$ cat src/ssh_pkg.sv
// Constants and types shared by the serial host port and its testbench
package ssh_pkg;
  localparam int          ADDR_W       = 16;
  localparam int          LEN_W        = 15;
  localparam int          HDR_W        = 32;
  localparam int          BYTE_W       = 8;
  localparam int          N_IRQ        = 4;
  localparam int          FIFO_DEPTH   = 16;
  localparam int          WR_W         = ADDR_W + BYTE_W;
  // Header field positions within the 32-bit header shift word
  localparam int          HDR_ADDR_LSB = 16;
  localparam int          HDR_RW_BIT   = 15;
  localparam logic [4:0]  HDR_LAST     = 5'h1f;
  localparam logic [2:0]  BYTE_LAST    = 3'h7;
  localparam logic        RW_READ      = 1'h0;
  localparam logic        RW_WRITE     = 1'h1;
  // Interrupt source bit positions
  localparam int          IRQ_CONNECT  = 0;
  localparam int          IRQ_DISCON   = 1;
  localparam int          IRQ_TIMEOUT  = 2;
  localparam int          IRQ_WOL      = 3;
  // Addresses of the interrupt registers that release irq_n
  localparam logic [15:0] GLOBAL_IR_ADDR = 16'h0015;
  localparam logic [3:0]  SOCK_IR_PAGE   = 4'h4;
  localparam logic [7:0]  SOCK_IR_OFS    = 8'h02;
  localparam logic [2:0]  RST_CNT        = 3'h0;
  localparam logic [14:0] LEN_ONE        = 15'h0001;

  typedef enum logic [1:0] {ST_IDLE, ST_HDR, ST_DATA, ST_DONE} ssh_state_t;
endpackage : ssh_pkg

$ cat src/ssh_fifo.sv
// Parameterised valid/ready FIFO for write bytes leaving the port
`timescale 1ns/1ps
module ssh_fifo #(
  parameter int W     = 24,
  parameter int DEPTH = 16
) (
  input  wire logic         clk,
  input  wire logic         reset_n,
  input  wire logic         ce,
  input  wire logic         s_valid,
  output logic              s_ready,
  input  wire logic [W-1:0] s_data,
  output logic              m_valid,
  input  wire logic         m_ready,
  output logic [W-1:0]      m_data
);
  localparam int AW = $clog2(DEPTH);

  logic [W-1:0] mem [DEPTH];
  logic [AW-1:0] wptr_q;
  logic [AW-1:0] rptr_q;
  logic [AW:0]   count_q;
  wire           push = s_valid && s_ready;
  wire           pop  = m_valid && m_ready;

  assign s_ready = (count_q != DEPTH[AW:0]);
  assign m_valid = (count_q != '0);
  assign m_data  = mem[rptr_q];

  always_ff @(posedge clk) begin
    if (!reset_n) begin
      wptr_q  <= '0;
      rptr_q  <= '0;
      count_q <= '0;
    end else if (ce) begin
      if (push) begin
        mem[wptr_q] <= s_data;
        wptr_q      <= wptr_q + 1'b1;
      end
      if (pop)
        rptr_q <= rptr_q + 1'b1;
      if (push && !pop)
        count_q <= count_q + 1'b1;
      else if (pop && !push)
        count_q <= count_q - 1'b1;
    end
  end
endmodule : ssh_fifo

$ cat src/ssh_port.sv
// Serial slave host port: frame decode, read/write paths and interrupt pin
`timescale 1ns/1ps
// Summary of operation
// - Slave only; host clocks every transfer
// - Clock modes 0 and 3 only
// - Either idle clock level accepted unchanged
// - Sample host data on rising clock
// - Drive reply data on falling clock
// - Chip select active low gates transfers
// - Events pull interrupt output low
// - Interrupt register writes release; sources maskable
// - Power-down input high blocks new frames
// - Header: 16-bit address, opcode, 15-bit length
// - Opcode zero reads, one writes
// - Opcode is MSB of third byte
// - Length one single, larger gives burst
module ssh_port
  import ssh_pkg::*;
#(
  parameter int FIFO_D = FIFO_DEPTH
) (
  input  wire logic                clk,
  input  wire logic                reset_n,
  input  wire logic                ce,
  input  wire logic                sclk,
  input  wire logic                mosi,
  input  wire logic                slave_select_n,
  output logic                     miso,
  output logic                     miso_oe,
  output logic                     irq_n,
  input  wire logic                power_down_in,
  output logic                     low_power,
  input  wire logic [N_IRQ-1:0]    irq_event,
  input  wire logic [N_IRQ-1:0]    irq_mask,
  output logic                     rd_req,
  output logic [ADDR_W-1:0]        rd_addr,
  input  wire logic                rd_valid,
  input  wire logic [BYTE_W-1:0]   rd_data,
  output logic                     wr_valid,
  input  wire logic                wr_ready,
  output logic [ADDR_W-1:0]        wr_addr,
  output logic [BYTE_W-1:0]        wr_data,
  output logic                     wr_overflow
);
  function automatic logic [ADDR_W-1:0] next_addr(logic [ADDR_W-1:0] a);
    return a + 16'h0001;
  endfunction : next_addr

  // Pin synchronisers; stage 1 is read only by stage 2
  logic [2:0] sclk_sy_q;
  logic [2:0] ss_sy_q;
  logic [1:0] mosi_sy_q;
  logic [1:0] pd_sy_q;

  ssh_state_t          st_q;
  ssh_state_t          st_d;
  logic [4:0]          bit_cnt_q;
  logic [HDR_W-1:0]    shift_q;
  logic [ADDR_W-1:0]   addr_q;
  logic [LEN_W-1:0]    len_q;
  logic                rw_q;
  logic [BYTE_W-1:0]   tx_q;
  logic [N_IRQ-1:0]    pend_q;
  logic                miso_q;
  logic                miso_oe_q;
  logic                irq_n_q;
  logic                rd_req_q;
  logic [ADDR_W-1:0]   rd_addr_q;
  logic                ovf_q;
  logic                fifo_ready;
  logic [WR_W-1:0]     fifo_out;

  // Only edges are used, so idle level of the clock does not matter
  wire sclk_rise = sclk_sy_q[1] && !sclk_sy_q[2];
  wire sclk_fall = !sclk_sy_q[1] && sclk_sy_q[2];
  wire selected  = !ss_sy_q[1];
  wire pd_on     = pd_sy_q[1];
  wire [HDR_W-1:0] shift_nx = {shift_q[HDR_W-2:0], mosi_sy_q[1]};
  wire hdr_end   = (st_q == ST_HDR) && sclk_rise && (bit_cnt_q == HDR_LAST);
  wire byte_end  = (st_q == ST_DATA) && sclk_rise
                   && (bit_cnt_q[2:0] == BYTE_LAST);
  wire hdr_rw    = shift_nx[HDR_RW_BIT];
  wire [LEN_W-1:0] hdr_len = shift_nx[LEN_W-1:0];
  wire wr_byte   = byte_end && (rw_q == RW_WRITE);
  wire last_byte = byte_end && (len_q == LEN_ONE);
  wire more_rd   = byte_end && (rw_q == RW_READ) && !last_byte;
  wire hdr_rd    = hdr_end && (hdr_rw == RW_READ) && (hdr_len != '0);
  wire ir_hit    = (addr_q == GLOBAL_IR_ADDR)
                   || (addr_q[15:12] == SOCK_IR_PAGE
                       && addr_q[7:0] == SOCK_IR_OFS);
  wire [N_IRQ-1:0] ir_clr = (wr_byte && ir_hit) ? shift_nx[N_IRQ-1:0]
                                                : '0;
  // Set wins over a clear landing in the same cycle
  wire [N_IRQ-1:0] pend_d = (pend_q & ~ir_clr) | irq_event;
  wire tx_mode = (st_q == ST_DATA) && (rw_q == RW_READ);

  // Frame sequencing; the device never starts a transfer itself
  always_comb begin
    st_d = st_q;
    if (!selected)
      st_d = ST_IDLE;
    else
      unique case (st_q)
        ST_IDLE: if (!pd_on) st_d = ST_HDR;
        ST_HDR:  if (hdr_end)
                   st_d = (hdr_len == '0) ? ST_DONE : ST_DATA;
        ST_DATA: if (last_byte) st_d = ST_DONE;
        ST_DONE: st_d = ST_DONE;
      endcase
  end

  always_ff @(posedge clk) begin
    if (!reset_n) begin
      sclk_sy_q <= '0;
      ss_sy_q   <= 3'h7;
      mosi_sy_q <= '0;
      pd_sy_q   <= '0;
    end else if (ce) begin
      sclk_sy_q <= {sclk_sy_q[1:0], sclk};
      ss_sy_q   <= {ss_sy_q[1:0], slave_select_n};
      mosi_sy_q <= {mosi_sy_q[0], mosi};
      pd_sy_q   <= {pd_sy_q[0], power_down_in};
    end
  end

  always_ff @(posedge clk) begin
    if (!reset_n) begin
      st_q      <= ST_IDLE;
      bit_cnt_q <= '0;
      shift_q   <= '0;
      addr_q    <= '0;
      len_q     <= '0;
      rw_q      <= RW_READ;
    end else if (ce) begin
      st_q <= st_d;
      if (st_q == ST_IDLE)
        bit_cnt_q <= '0;
      else if (hdr_end)
        bit_cnt_q <= '0;
      else if (sclk_rise)
        bit_cnt_q <= bit_cnt_q + 5'h01;
      if (sclk_rise && st_q != ST_IDLE)
        shift_q <= shift_nx;
      if (hdr_end) begin
        addr_q <= shift_nx[HDR_W-1:HDR_ADDR_LSB];
        rw_q   <= hdr_rw;
        len_q  <= hdr_len;
      end else if (byte_end) begin
        addr_q <= next_addr(addr_q);
        len_q  <= len_q - LEN_ONE;
      end
    end
  end

  // Reply path: byte fetched ahead, shifted out on falling edges
  always_ff @(posedge clk) begin
    if (!reset_n) begin
      tx_q      <= '0;
      miso_q    <= 1'b0;
      miso_oe_q <= 1'b0;
      rd_req_q  <= 1'b0;
      rd_addr_q <= '0;
    end else if (ce) begin
      miso_oe_q <= selected && (st_q != ST_IDLE);
      rd_req_q  <= hdr_rd || more_rd;
      if (hdr_rd)
        rd_addr_q <= shift_nx[HDR_W-1:HDR_ADDR_LSB];
      else if (more_rd)
        rd_addr_q <= next_addr(addr_q);
      if (rd_valid)
        tx_q <= rd_data;
      else if (tx_mode && sclk_fall)
        tx_q <= {tx_q[BYTE_W-2:0], 1'b0};
      if (!selected)
        miso_q <= 1'b0;
      else if (sclk_fall)
        miso_q <= tx_mode ? tx_q[BYTE_W-1] : 1'b0;
    end
  end

  // Interrupt pending bits, mask and write overflow
  always_ff @(posedge clk) begin
    if (!reset_n) begin
      pend_q  <= '0;
      irq_n_q <= 1'b1;
      ovf_q   <= 1'b0;
    end else if (ce) begin
      pend_q  <= pend_d;
      irq_n_q <= ~|(pend_d & irq_mask);
      // Set wins over the deselect clear in the same cycle
      if (wr_byte && !fifo_ready)
        ovf_q <= 1'b1;
      else if (!selected)
        ovf_q <= 1'b0;
    end
  end

  ssh_fifo #(.W(WR_W), .DEPTH(FIFO_D)) u_fifo (
    .clk     (clk),
    .reset_n (reset_n),
    .ce      (ce),
    .s_valid (wr_byte),
    .s_ready (fifo_ready),
    .s_data  ({addr_q, shift_nx[BYTE_W-1:0]}),
    .m_valid (wr_valid),
    .m_ready (wr_ready),
    .m_data  (fifo_out)
  );

  assign wr_addr     = fifo_out[WR_W-1:BYTE_W];
  assign wr_data     = fifo_out[BYTE_W-1:0];
  assign miso        = miso_q;
  assign miso_oe     = miso_oe_q;
  assign irq_n       = irq_n_q;
  assign rd_req      = rd_req_q;
  assign rd_addr     = rd_addr_q;
  assign wr_overflow = ovf_q;
  assign low_power   = pd_sy_q[1];
endmodule : ssh_port

$ cat config.mk
export PLATFORM = sky130hd
export DESIGN_NAME = ssh_port
export DESIGN_NICKNAME = d
export VERILOG_FILES = /design/src/ssh_pkg.sv /design/src/ssh_fifo.sv /design/src/ssh_port.sv
export SDC_FILE = /design/constraint.sdc
export NUM_CORES = 1
export LEC_CHECK = 0
export ABC_CLOCK_PERIOD_IN_PS = 4100
export BUFFER_PORTS_ARGS = -buffer_cell sky130_fd_sc_hd__buf_2
export CAP_MARGIN = 20
export CORE_MARGIN = 2
export CORE_UTILIZATION = 30
export CTS_CLUSTER_DIAMETER = 120
export DETAILED_ROUTE_END_ITERATION = 12
export HOLD_SLACK_MARGIN = 0.08
export PLACE_DENSITY = 0.42
export SYNTH_ARGS = -nofsm -noshare
export SYNTH_HDL_FRONTEND = slang
export SYNTH_SLANG_ARGS = --single-unit
export TNS_END_PERCENT = 30
$ cat constraint.sdc
create_clock -name clk -period 4.1 [get_ports clk]
set_input_delay 0.615 -clock clk [delete_from_list [all_inputs] [get_ports clk]]
set_output_delay 0.615 -clock clk [all_outputs]
set_load 0.02 [all_outputs]
==> impl_metrics.tcl <==
set metrics [dict create \
    chipHeight_um 268 \
    grt_overflow 0 \
    hpwlAfterDp_um 29900 \
    gp_congestion 0.728 \
    fin_crit_sh_pct 87.0 \
    yosysSeqAreaShare_pct 67.5 \
    yosys_warnings 0 \
    grt_usage_pct 14.7 \
    ios 72 \
    tightest_slew_ns 1.03 \
    drt_pre_antenna_iters 4 \
    nNetsFinal 1475 \
    setup_viol 0 \
    die_w_um 268 \
    synth_cells 1340 \
    wl_per_cell_um 21.5 \
    timing.hold.ws_ns 0.219 \
    clkTransAtPathRegs_ns 0.06 \
    async_flop_share_pct 0 \
    finalHoldViolCount 0 \
    start_util_pct 30.4 \
    maxSlewViolCount 0 \
    p_sw_share_pct 23.0 \
    post_cts_resized 0 \
    power_density_nw_per_um2 467 \
    clock_latency_ns 0.63 \
    min_period_ns 3.57 \
    grt_pass1_wl_um 78300 \
    p_comb_share_pct 7.0 \
    synth_top_area_cell "edfxtp_1" \
    ir_worst_vdd_mv 0.312 \
    synth_mux_area_share_pct 13.9 \
    dp_worst_setup_slack_ns 1.08 \
    syn-num-nets 1384 \
    clock-root-buffer "clkbuf_16" \
    seq_power_share_pct 49.3 \
    clock-sinks 513 \
    cp-start-kind "flip-flop" \
    syn_avg_cell_area_sq_um 15.6 \
    postCtsSetupRepairBufs 0 \
    cp-end-kind "output pin" \
    coreArea_sq_um 68800 \
    drt-vias-per-instance 4.83 \
    syn_to_final_growth_pct 17.2 \
    ant_nets 0 \
    netSwitchingPower_mw 2.63 \
    outcome "completed" \
    hp-class "input port to flip-flop" \
    critPathKind "flip-flop to output pin" \
    die_area_sq_um 71800 \
    port_buffers 71 \
    power.leakage_nw 8.55 \
    crit_arrival_ns 2.95 \
    synthSimpleGateAreaFrac_pct 7.97 \
    drc 0 \
    cts-buffers-inserted 57 \
    crit_fanout 36 \
    cts_tree "yes" \
    synth_seq_cells 513 \
    cts_max_path_buffers 3 \
    grt_antenna_before_repair 1 \
    synth-compound-area-share_pct 6.51 \
    synthAdderAreaFrac_pct 1.17 \
    synthFlopType "edfxtp_1" \
    finClkSkew_ns 0.0273 \
    hold_buffers 0 \
    grt_pass1_vias 12100 \
    rsz0062_at_grt "false" \
    placementRows 96 \
    drtIter0Drc 816 \
    synth_area_leaders "edfxtp_1 (55%), mux4_2 (13%), dfxtp_1 (12%)" \
    syn-cell-area_sq_um 20900 \
    slew_headroom_pct 31.1 \
    p_int_mw 8.81 \
    ys_types 61 \
    drv_cap 0 \
    htree_num_levels 2 \
    p_clk_share_pct 43.7 \
    wl_um 51700 \
    fin_util_pct 35.6 \
    p_total_mw 11.4 \
    synth-xor-area-share_pct 1.00 \
    synth_top_area_share_pct 55.1 \
    synth_edf_count 384 \
    num_vias 11600 \
    synth_top_family_by_area "multiplexers" \
    crit_required_ns 3.48 \
    fin_ws_ns 0.533 \
    grt_max_degree 50 \
    fmax_mhz 280 \
    drive_gt1_share_pct 23.7 \
    setup_tns_ns 0 \
]
==> cells by family after synthesis <==
logic type | after synthesis
AOI/OAI and AO/OA | 196
muxes | 141
adders and majority gates | 19
DFF | 513
and+or+nand+nor | 344
buffers and inverters | 103
xor gates and xnor gates | 24
==> worst max-delay path, stage by stage, from the launching register on <==
cell	delay, ns
dfxtp_4	0.61
buf_12	0.35
mux4_2	0.56
mux4_2	0.56
buf_2	0.20
==> Yosys cell counts, drive strengths merged, types with 7 or more instances <==
master	instances
clkbuf	65
nor2	46
a21oi	30
and2	20
ha	18
a22oi	7
o21a	7
o21ai	35
nand2	157
mux2i	21
o211a	8
mux4	120
nor2b	27
xnor2	17
buf	20
nand2b	8
dfxtp	129
a21boi	51
inv	18
nand4	10
nor4	13
nand3	23
o211ai	16
nor3	11
edfxtp	384
xor2	7
==> metrics by stage <==
| stage | instance area [sq um] | instances |
|---|---|---|
| 2_1_floorplan | 20900 | 1340 |
| 3_3_place_gp | 22700 | 2303 |
| 3_5_place_dp | 22700 | 2303 |
| 4_1_cts | 24500 | 2407 |
| 5_1_grt | 24500 | 2407 |
| 6_report | 24500 | 2409 |
==> sequential cells by signal, summed over array words and instances, names as in the netlist, 2 cells and up, named ones only <==
| register | count |
|---|---|
| mosi_sy_q | 2 |
| u_fifo.count_q | 5 |
| rd_addr | 16 |
| u_fifo.rptr_q | 4 |
| st_q | 2 |
| tx_q | 8 |
| bit_cnt_q | 5 |
| shift_q | 31 |
| sclk_sy_q | 3 |
| u_fifo.mem | 384 |
| pend_q | 4 |
| ss_sy_q | 2 |
| u_fifo.wptr_q | 4 |
| addr_q | 16 |
| pd_sy_q | 2 |
| len_q | 15 |
==> final timing paths <==
check                                  from  slack (ns)  cells after the start                             end
setup reg to reg  bit_cnt_q[0]$_SDFFE_PN0P_        1.12                     14  u_fifo.count_q[4]$_SDFFE_PN0P_
hold reg to reg      pend_q[2]$_SDFFE_PN0P_        0.46                      2          pend_q[2]$_SDFFE_PN0P_
setup / recovery                  flip-flop        0.53                      4                      wr_addr[2]
hold / removal               slave_select_n        0.22                      3         ss_sy_q[0]$_SDFFE_PN1P_
==> final cells by class <==
type | instances | area (sq um)
multi-input cells | 724 | 6520
clock buffers | 71 | 1520
diodes | 2 | 5.00
well taps | 931 | 1160
inverters | 18 | 67.6
clock inverters | 33 | 300
repair buffers | 117 | 816
fillers | 6547 | 44300
flip-flops and latches | 513 | 14100
==> power groups by stage <==
stage               registers [mW]  clock network (mW)  logic (mW)
floorplan                     5.69                   0       0.683
global placement              5.74                   0       0.825
detailed placement            5.75                   0       0.826
CTS                           5.64                5.15       0.827
global route                  5.64                5.37       0.902
finish                        5.63                5.00       0.802
==> layout by cell type, fill, tap and decap left out, drive strengths merged, types with 4 or more instances in the layout <==
cell,count
and3,6
xor2,7
ha,18
a21boi,51
o31a,4
buf,117
o21a,7
mux2i,21
nand4,10
nor2,46
nand3,23
and2,20
nand3b,4
a22oi,7
mux4,120
nand2,157
a21oi,30
dfxtp,129
a22o,5
nor3,11
clkinv,28
a31o,6
or3,4
clkbuf,71
a211oi,4
o21ai,35
edfxtp,384
nor2b,27
inv,19
xnor2,17
nor4,13
bufinv,4
o211ai,16
nand2b,8
o211a,8
==> routing by layer <==
metal	wire [um]	GRT usage, %	vias up
li1	-	-	5366
met1	24600	20.4	6040
met2	24500	24.0	170
met3	1780	2.87	62
met4	895	3.16	0
met5	0	0	-
Note: power is estimated with default switching activity, not from simulation.
